## src/hw/dnpi_pkg.sv

```systemverilog
package dnpi_pkg;

   // ************************************************************
   // timing
   // ************************************************************
   localparam int CLK_HZ        = 40_000_000;
   localparam int SAMPLE_MS     = 20;
   localparam int TUNE_MS       = 100;
   localparam int SAMPLE_CYC    = CLK_HZ / 1000 * SAMPLE_MS;
   localparam int TUNE_CYC      = CLK_HZ / 1000 * TUNE_MS;

   // ************************************************************
   // register image
   // ************************************************************
   localparam int ADDR_W        = 8;
   localparam int DATA_W        = 16;
   localparam logic [7:0] STATUS_IDX = 8'h00;
   localparam logic [7:0] CTRL_IDX   = 8'h20;
   localparam logic [7:0] CFG_IDX    = 8'h3e;
   localparam logic [7:0] PROT_IDX   = 8'hff;
   localparam logic [7:0] CMD_BASE   = 8'h20;
   localparam logic [7:0] RPL_BASE   = 8'h00;
   localparam logic [15:0] CFG_RESET = 16'h0000;
   localparam logic [15:0] CTRL_RESET = 16'h0000;

   // status register 0 bits
   localparam int ST_READY_BIT  = 0;
   localparam int ST_FAULT_BIT  = 2;
   localparam int ST_SYNC_BIT   = 7;
   localparam int ST_COAST_BIT  = 10;
   localparam int ST_ILOCK_BIT  = 11;
   // control register bits
   localparam int CT_RUN_BIT    = 0;
   localparam int CT_STOP_BIT   = 1;
   localparam int CT_JOG_BIT    = 2;
   localparam int CT_TUNE_BIT   = 14;
   localparam int CT_SYNC_BIT   = 15;
   // config register bits
   localparam int CF_FULL_BIT   = 0;
   localparam int CF_CMDX_BIT   = 1;
   localparam int CF_RPLX_BIT   = 2;

   // poll lengths in words
   localparam logic [4:0] CMD_SHORT = 5'h04;
   localparam logic [4:0] CMD_LONG  = 5'h1a;
   localparam logic [3:0] RPL_SHORT = 4'h8;
   localparam logic [3:0] RPL_LONG  = 4'hd;

   typedef struct packed {
      logic [7:0]  addr;
      logic [15:0] wdata;
      logic        wr;
      logic        rd;
   } dnpi_bus_type;

   typedef struct packed {
      logic fault;
      logic panel_stop;
      logic coast_brake_stop_input;
      logic interlock;
   } dnpi_pins_type;

   typedef enum logic [1:0] {
      RPL_IDLE = 2'b01,
      RPL_SEND = 2'b10
   } dnpi_rpl_type;

endpackage

```

## src/hw/dnpi_reg_mem.sv

```systemverilog
`timescale 1ns/1ps
module dnpi_reg_mem
   import dnpi_pkg::*;
#(
   parameter int AW = 8,
   parameter int DW = 16
) (
   input  wire logic          core_clk_in,
   input  wire logic          rst_in,
   input  wire logic [AW-1:0] a_addr_in,
   input  wire logic          a_we_in,
   input  wire logic          a_re_in,
   input  wire logic [DW-1:0] a_wdata_in,
   input  wire logic          a_ovr_in,
   input  wire logic [DW-1:0] a_ovr_data_in,
   output logic      [DW-1:0] a_rdata_out,
   input  wire logic [AW-1:0] b_addr_in,
   input  wire logic          b_we_in,
   input  wire logic [DW-1:0] b_wdata_in,
   input  wire logic [AW-1:0] c_addr_in,
   input  wire logic          c_re_in,
   input  wire logic          c_ovr_in,
   input  wire logic [DW-1:0] c_ovr_data_in,
   output logic      [DW-1:0] c_rdata_out
);

   logic [DW-1:0] mem [0:(1<<AW)-1];

   // one process owns the array; port b wins a same-address collision
   always_ff @(posedge core_clk_in) begin
      if (a_we_in) begin
         mem[a_addr_in] <= a_wdata_in;
      end
      if (b_we_in) begin
         mem[b_addr_in] <= b_wdata_in;
      end
   end

   // read data stand for one cycle only, zero otherwise
   always_ff @(posedge core_clk_in) begin
      if (rst_in) begin
         a_rdata_out <= '0;
         c_rdata_out <= '0;
      end else begin
         a_rdata_out <= !a_re_in ? '0 :
                        a_ovr_in ? a_ovr_data_in : mem[a_addr_in];
         c_rdata_out <= !c_re_in ? '0 :
                        c_ovr_in ? c_ovr_data_in : mem[c_addr_in];
      end
   end

endmodule

```

## src/hw/dnpi_top.sv

```systemverilog
`timescale 1ns/1ps
module dnpi_top
   import dnpi_pkg::*;
#(
   parameter int SAMPLE_CYCLES = SAMPLE_CYC,
   parameter int TUNE_CYCLES   = TUNE_CYC
) (
   input  wire logic          core_clk_in,
   input  wire logic          rst_in,
   input  wire dnpi_bus_type  bus_in,
   output logic      [15:0]   bus_rdata_out,
   input  wire logic          cmd_valid_in,
   input  wire logic          cmd_last_in,
   input  wire logic [15:0]   cmd_word_in,
   input  wire logic          reply_req_in,
   output logic               reply_valid_out,
   output logic               reply_last_out,
   output logic      [15:0]   reply_word_out,
   input  wire dnpi_pins_type pins_in,
   output logic               drive_ready_out,
   output logic               start_run_out,
   output logic               start_jog_out,
   output logic               tune_update_out
);

   // ************************************************************
   // helpers
   // ************************************************************
   function automatic logic [1:0] drop_of(input logic [7:0] a);
      return a[7:6];
   endfunction

   function automatic logic accessible(input logic [7:0] a,
                                       input logic       full);
      logic ok;
      ok = full || (drop_of(a) == 2'b00);
      if (a == PROT_IDX) begin
         ok = 1'b0;
      end
      return ok;
   endfunction

   // ************************************************************
   // state
   // ************************************************************
   typedef struct packed {
      logic [15:0]   ctrl_live;
      logic [15:0]   ctrl_smp;
      logic [15:0]   cfg;
      logic [31:0]   smp_cnt;
      logic [31:0]   tune_cnt;
      logic [1:0]    start_pend;
      logic          sync_copy;
      logic          ready;
      dnpi_pins_type pin_s1;
      dnpi_pins_type pin_s2;
      logic [4:0]    cmd_idx;
      dnpi_rpl_type  rpl_st;
      logic [3:0]    rpl_idx;
      logic          rpl_valid;
      logic          rpl_last;
      logic          start_run;
      logic          start_jog;
      logic          tune_upd;
   } dnpi_state_type;

   dnpi_state_type q;
   dnpi_state_type d;

   logic        smp_tick;
   logic        tune_tick;
   logic [1:0]  rise;
   logic [1:0]  fire;
   logic        tune_en;
   logic        bus_ok;
   logic [15:0] status_word;
   logic [4:0]  cmd_words;
   logic [3:0]  rpl_words;
   logic        cmd_we;
   logic [7:0]  cmd_addr;
   logic [7:0]  rpl_addr;
   logic        rpl_rd;

   always_comb begin
      smp_tick  = (q.smp_cnt == 32'(SAMPLE_CYCLES - 1));
      tune_tick = (q.tune_cnt == 32'(TUNE_CYCLES - 1));
      bus_ok    = accessible(bus_in.addr, q.cfg[CF_FULL_BIT]);
      cmd_words = q.cfg[CF_CMDX_BIT] ? CMD_LONG : CMD_SHORT;
      rpl_words = q.cfg[CF_RPLX_BIT] ? RPL_LONG : RPL_SHORT;
      cmd_we    = cmd_valid_in && (q.cmd_idx < cmd_words);
      cmd_addr  = CMD_BASE + {3'b000, q.cmd_idx};
      rpl_rd    = (q.rpl_st == RPL_SEND);
      rpl_addr  = RPL_BASE + {4'h0, q.rpl_idx};
      // forced off in control-only mode
      tune_en   = q.ctrl_live[CT_TUNE_BIT] && q.cfg[CF_CMDX_BIT];
      status_word = '0;
      status_word[ST_READY_BIT] = q.ready;
      status_word[ST_FAULT_BIT] = q.pin_s2.fault;
      status_word[ST_SYNC_BIT]  = q.sync_copy;
      status_word[ST_COAST_BIT] = q.pin_s2.coast_brake_stop_input;
      status_word[ST_ILOCK_BIT] = q.pin_s2.interlock;
      // edge between the previous and the new processing sample
      rise = {q.ctrl_live[CT_JOG_BIT] & ~q.ctrl_smp[CT_JOG_BIT],
              q.ctrl_live[CT_RUN_BIT] & ~q.ctrl_smp[CT_RUN_BIT]};
      if (!smp_tick) begin
         rise = 2'b00;
      end
      fire = (q.start_pend | rise) & {2{tune_tick && q.ready}};
   end

   // ************************************************************
   // next state
   // ************************************************************
   always_comb begin
      d = q;
      d.pin_s1 = pins_in;
      d.pin_s2 = q.pin_s1;
      d.smp_cnt  = smp_tick ? '0 : q.smp_cnt + 32'h1;
      d.tune_cnt = tune_tick ? '0 : q.tune_cnt + 32'h1;

      // control word sampled only on the sample tick
      if (smp_tick) begin
         d.ctrl_smp = q.ctrl_live;
      end

      // new edge on a tick survives the clear of the pending flags
      d.start_pend = (tune_tick ? 2'b00 : q.start_pend) | rise;
      if (tune_tick) begin
         d.start_pend = rise;
      end
      d.start_run = fire[0];
      d.start_jog = fire[1];

      d.ready = !q.pin_s2.fault
             && !q.pin_s2.panel_stop
             && q.ctrl_smp[CT_STOP_BIT]
             && q.pin_s2.coast_brake_stop_input
             && q.pin_s2.interlock;

      d.tune_upd = 1'b0;
      if (tune_tick && tune_en) begin
         d.sync_copy = q.ctrl_live[CT_SYNC_BIT];
         d.tune_upd  = 1'b1;
      end

      // explicit writes to the shadowed registers
      if (bus_in.wr && bus_ok && bus_in.addr == CFG_IDX) begin
         d.cfg = bus_in.wdata;
      end
      if (bus_in.wr && bus_ok && bus_in.addr == CTRL_IDX) begin
         d.ctrl_live = bus_in.wdata;
      end

      // poll command: word 0 is the drive control word
      if (cmd_we && q.cmd_idx == 5'h00) begin
         d.ctrl_live = cmd_word_in;
      end
      if (cmd_valid_in) begin
         if (cmd_last_in) begin
            d.cmd_idx = '0;
         end else if (q.cmd_idx != 5'h1f) begin
            d.cmd_idx = q.cmd_idx + 5'h1;
         end
      end

      // poll reply
      d.rpl_valid = rpl_rd;
      d.rpl_last  = rpl_rd && (q.rpl_idx == rpl_words - 4'h1);
      unique case (q.rpl_st)
         RPL_IDLE: begin
            if (reply_req_in) begin
               d.rpl_st  = RPL_SEND;
               d.rpl_idx = '0;
            end
         end
         RPL_SEND: begin
            if (q.rpl_idx == rpl_words - 4'h1) begin
               d.rpl_st = RPL_IDLE;
            end else begin
               d.rpl_idx = q.rpl_idx + 4'h1;
            end
         end
         default: begin
            d.rpl_st = RPL_IDLE;
         end
      endcase
   end

   always_ff @(posedge core_clk_in) begin
      if (rst_in) begin
         q           <= '0;
         q.ctrl_live <= CTRL_RESET;
         q.ctrl_smp  <= CTRL_RESET;
         q.cfg       <= CFG_RESET;
         q.rpl_st    <= RPL_IDLE;
      end else begin
         q <= d;
      end
   end

   // ************************************************************
   // register image
   // ************************************************************
   dnpi_reg_mem #(
      .AW (ADDR_W),
      .DW (DATA_W)
   ) u_mem (
      .core_clk_in   (core_clk_in),
      .rst_in        (rst_in),
      .a_addr_in     (bus_in.addr),
      .a_we_in       (bus_in.wr && bus_ok && bus_in.addr != STATUS_IDX),
      .a_re_in       (bus_in.rd),
      .a_wdata_in    (bus_in.wdata),
      .a_ovr_in      (!bus_ok || bus_in.addr == STATUS_IDX),
      .a_ovr_data_in (bus_ok ? status_word : 16'h0000),
      .a_rdata_out   (bus_rdata_out),
      .b_addr_in     (cmd_addr),
      .b_we_in       (cmd_we),
      .b_wdata_in    (cmd_word_in),
      .c_addr_in     (rpl_addr),
      .c_re_in       (rpl_rd),
      .c_ovr_in      (q.rpl_idx == 4'h0),
      .c_ovr_data_in (status_word),
      .c_rdata_out   (reply_word_out)
   );

   always_comb begin
      reply_valid_out = q.rpl_valid;
      reply_last_out  = q.rpl_last;
      drive_ready_out = q.ready;
      start_run_out   = q.start_run;
      start_jog_out   = q.start_jog;
      tune_update_out = q.tune_upd;
   end
endmodule

```

## config.mk

```make
export PLATFORM = sky130hd
export DESIGN_NAME = dnpi_top
export DESIGN_NICKNAME = d
export VERILOG_FILES = /design/src/hw/dnpi_pkg.sv /design/src/hw/dnpi_reg_mem.sv /design/src/hw/dnpi_top.sv
export SDC_FILE = /design/constraint.sdc
export NUM_CORES = 2
export LEC_CHECK = 0
export BUFFER_PORTS_ARGS = -buffer_cell sky130_fd_sc_hd__buf_2
export CAP_MARGIN = 20
export CORE_MARGIN = 2
export CORE_UTILIZATION = 25
export CTS_BUF_LIST = sky130_fd_sc_hd__clkbuf_4
export CTS_CLUSTER_DIAMETER = 150
export DETAILED_ROUTE_END_ITERATION = 8
export HOLD_SLACK_MARGIN = 0.12
export PLACE_DENSITY = 0.49
export SLEW_MARGIN = 5
export SYNTH_ARGS = -nofsm -noshare
export SYNTH_HDL_FRONTEND = slang
export SYNTH_SLANG_ARGS = --single-unit
```

## constraint.sdc

```tcl
create_clock -name core_clk_in -period 4.65 [get_ports core_clk_in]
set_input_delay 0.465 -clock core_clk_in [delete_from_list [all_inputs] [get_ports core_clk_in]]
set_output_delay 0.465 -clock core_clk_in [all_outputs]
set_load 0.02 [all_outputs]
```

==> summary by stage <==
Worst setup path
The internal reg-to-reg setup slack is 0.20 ns. The peak per-stage delay on the critical path is 0.91 ns. The critical path endpoint category is a register. The critical path goes through dlygate4sd3_1 > buf_2 > dlygate4sd3_1 > nor2_4 > o221ai_1 > nor3b_1 > dlygate4sd3_1 > buf_4 > nand2_2 > dlygate4sd3_1 > buf_12 > nor2_2 > buf_4.

The depth of the worst register-to-register path is 9. For the worst setup path, the data required time is 6.03 ns. The cell family contributing the most delay on the critical path is buffers and inverters. The startpoint type of the worst setup path is an input pin. In this run the critical register-to-register path is captured at u_mem.mem[190][13]. The arrival time at the worst endpoint is 6.16 ns. Of all nets on the critical path, the largest fanout is 14.

On the critical path, the stage with the largest delay is an instance of sky130_fd_sc_hd__dlygate4sd3_1. The critical path contains buffers and inverters numbering 8 combined. The critical path start-end classification is in -> reg. The startpoint of the worst-slack reg-to-reg timing path is q[92]. The worst setup path startpoint is bus_in[24]. In this design, the critical path's most frequently occurring cell is sky130_fd_sc_hd__dlygate4sd3_1.

Power and ir drop
The leakage power total is 64.4 nW. The internal power consumption is 0.0601 W. The power per unit of standard cell area is 386 nW/µm². The clock network fraction of total power is 40.3%. The overall power consumption is 0.0784 W. The share of total power dissipated in combinational logic is 6.2%.

Across the VDD grid, the largest voltage drop is 0.232 mV. The power share of the sequential group is 53.5%. For this design the total switching power over the nets is 0.0182 W. The switching power as a share of total power is 23.3%.

Clock tree
The number of buffers on the longest clock path is 5. The post-CTS resize count is 0. The CTS tree is yes.

Counting every sink on the clock net gives 4235. The number of clock buffers added by TritonCTS is 1170. Once the clock tree was built, the setup fixing pass inserted 0 buffers. The cell at the root of the clock tree is sky130_fd_sc_hd__clkbuf_4. In this run the number of H-tree levels came out at 7.

The clock transition time at the flip-flop clock pins of the worst setup and hold paths is 0.07 ns. Clock latency on the worst-skew pair, taken at its later pin, is 1.82 ns.

Timing
For the final database, setup skew stands at 0.188 ns. After layout, the minimum clock period comes to 4.79 ns. In the final timing run, aggregate negative setup slack is -0.983 ns. At the pin with the least slew margin, the transition time is 1.26 ns. The remaining max-slew budget at the tightest pin is 15.9%. The final critical path takes up 103% of the cycle. Setup repair after global routing left no endpoint under its margin. Setup violations remaining at the end of the flow were counted as 9. The count of pins over their slew limit was 0. The final worst setup slack is -0.137 ns.

The number of endpoints with negative hold slack in the final report is 0. For this run, the top clock speed supported by timing is 209 MHz.

Finish
Leaving out fill and tap cells, the most frequent cells in the layout are sky130_fd_sc_hd__edfxtp_1 (4096), sky130_fd_sc_hd__clkbuf_4 (1616), sky130_fd_sc_hd__mux4_2 (1184). The finished layout holds 19.4k standard cells, fillers aside. The final layout contains 9720 nets. The layout cell share with drive strength beyond 1 is 44.2%.

From synthesis to final layout, the design area changed by 18.6%. The final-layout fill cell count is 66.4k. Leaving out fill and tap cells, the most frequent cell in the layout is sky130_fd_sc_hd__edfxtp_1.

Global routing
The global router's overall resource usage is 16.6%. The via count of the first global-routing pass came to 97.3k. The first global-routing pass estimated 796000 µm of wire. Entering global routing, the biggest net connects 185 pins. The initial antenna violation count was 63. Global routing finished with a remaining overflow of 0.

Synthesis
For this run, the leading register cell type out of synthesis is sky130_fd_sc_hd__edfxtp_1. The share of async-settable or async-resettable flops after synthesis is 0%. The unique cell type count in the Yosys netlist is 71. The total of flip-flops plus latches after synthesis is 4235. Synthesis produced 8066 cells. For this run, the register share of the synthesized area comes to 73.6%. The synthesized area divided by synthesized cell count is 21.2 µm².

The number of enable-type register cells in the synthesized netlist is 4096. The post-synthesis instance area is 171000 µm². During synthesis, Yosys emitted a total of 0 warnings.

Die
The die is 831 µm tall. The floorplan step defined a die boundary enclosing 691000 µm². The die width is 831 µm. In this run the standard cell core region covers 681000 µm². The number of I/O pins is 89.

Once the floorplan was initialized, standard cells occupied 25.1% of the core. The initialized floorplan defines 303 standard-cell rows.

Routing
The starting DRC count in detailed routing is 11.5k. The detail route stage leaves a number of antenna-violating nets equal to 0. In the final routed layout, each cell accounts on average for 30.2 µm. The overall via count from detail_route is 94.4k.

The DRC violations left is 0. For this run, the detailed router's first-pass iteration total came to 6. Wires add up to 584000 µm. In the routed layout, each cell is associated on average with a via count of 4.87.

Placement
The port buffer count is 88. The half-perimeter wire length after placement is 358000 µm. At the end of routability-driven placement, the weighted congestion stood at 0.866. The number of instances in the placed design is 17.3k.

Worst hold path
The worst hold path terminates at u_mem.a_rdata_out[5]. The class of the tightest hold or removal check is in -> reg. The number of cells on the worst hold path is 6. The startpoint of the lowest-slack hold path is bus_in[25].

Outcome
The flow ran to the end, but the final reports show violations. The checks that failed: negative setup slack.

Flow run
The max capacitance violation total is 0.
cells in the mapped netlist, types with 42 or more instances:
library cell / n / area, µm²
sky130_fd_sc_hd__edfxtp_1: 4096 / 123000
sky130_fd_sc_hd__mux4_2: 1184 / 26700
sky130_fd_sc_hd__mux2_2: 586 / 6600
sky130_fd_sc_hd__nor2_1: 358 / 1340
sky130_fd_sc_hd__clkbuf_1: 317 / 1190
sky130_fd_sc_hd__mux2i_1: 182 / 1820
sky130_fd_sc_hd__nand2_1: 151 / 567
sky130_fd_sc_hd__dfxtp_1: 139 / 2780
sky130_fd_sc_hd__buf_2: 123 / 616
sky130_fd_sc_hd__a21oi_1: 75 / 375
sky130_fd_sc_hd__nand3_1: 71 / 355
sky130_fd_sc_hd__o22ai_1: 60 / 375
sky130_fd_sc_hd__o21ai_0: 58 / 290
sky130_fd_sc_hd__nor3_1: 48 / 240
sky130_fd_sc_hd__buf_4: 43 / 323
sky130_fd_sc_hd__nor2b_1: 42 / 263
registers in the layout (all words and copies together) (netlist names), named ones only:
name and flops:
start_run_out 1, start_jog_out 1, drive_ready_out 1, q 93
reply_last_out 1, u_mem.a_rdata_out 16, tune_update_out 1, reply_valid_out 1
u_mem.c_rdata_out 16, u_mem.mem 4096, d 4
routing by layer:
| layer | wire [µm] | track usage [%] | vias to the layer above |
|---|---|---|---|
| met4 | 23800 | 7.26 | 12 |
| met2 | 277000 | 26.5 | 4730 |
| li1 | - | - | 37700 |
| met1 | 235000 | 21.3 | 51100 |
| met3 | 48800 | 4.32 | 955 |
| met5 | 77 | 0 | - |
stage by stage:
stage	worst slack (ns)	instance area [µm²]	hold slack [ns]	util [%]
6_report	-0.137	203000	0.349	29.8
4_1_cts	0.385	203000	0.128	29.8
3_5_place_dp	0.370	187000	0.437	27.5
3_3_place_gp	0.132	187000	0.435	27.4
5_1_grt	0.0975	203000	0.186	29.8
2_1_floorplan	0.856	171000	0.373	-
how the worst max path moves through the flow:
stage	endpoint	depth (start not counted)	slack (ns)
5_1_grt	u_mem.mem[190][3]	13	0.1
3_3_place_gp	u_mem.a_rdata_out[6]	9	0.13
2_1_floorplan	u_mem.mem[37][0]	10	0.86
3_5_place_dp	u_mem.mem[231][11]	6	0.37
6_report	u_mem.mem[190][13]	13	-0.14
4_1_cts	u_mem.mem[190][13]	13	0.38
layout make-up:
| class | count | area (µm²) | area share [%] |
|---|---|---|---|
| Clock buffer | 1616 | 12100 | 5.98 |
| Timing Repair Buffer | 951 | 8940 | 4.41 |
| Antenna cell | 40 | 100 | 0.0494 |
| Inverter | 29 | 125 | 0.0617 |
| Sequential cell | 4235 | 126000 | 62.0 |
| Clock inverter | 238 | 1230 | 0.609 |
| Tap cell | 8997 | 11300 | 5.55 |
| Multi-Input combinational cell | 3269 | 43200 | 21.3 |
timing repair:
item                                    4_1_cts  5_1_grt
endpoints found under the setup margin        0        0
hold buffers                                167        0
endpoints found under the hold margin      6346        0
cell families (layout without fill, tap and decap cells):
group                      after synthesis  count (layout)  synth area share, %
other                                    1              72              0.00219
and+or+nand+nor                        799             799                 2.13
muxes                                 1952            1952                 20.5
buffers and inverters                  593            2834                 1.69
xor gates and xnor gates                59              59                0.302
adders and majority gates               13              13               0.0951
AOI/OAI and AO/OA                      414             414                 1.70
DFF                                   4235            4235                 73.6
power by group through the flow:
stage                     combinational [W]  sequential, W  clock (W)
after floorplan                     0.00228         0.0427          0
after detailed placement            0.00463         0.0428          0
final                               0.00486         0.0419     0.0316
after global placement              0.00455         0.0427          0
after CTS                           0.00488         0.0419     0.0325
after global routing                0.00504         0.0419     0.0345
worst register-to-register path: cells and delay by family (launching register included):
kind,cells,cell delay [ns]
flip-flops,1,0.53
AO/OA/AOI/OAI,1,0.25
buffers and inverters,5,2.29
AND/OR/NAND/NOR,3,1.03
No activity file was read; power rests on OpenSTA's default activity.
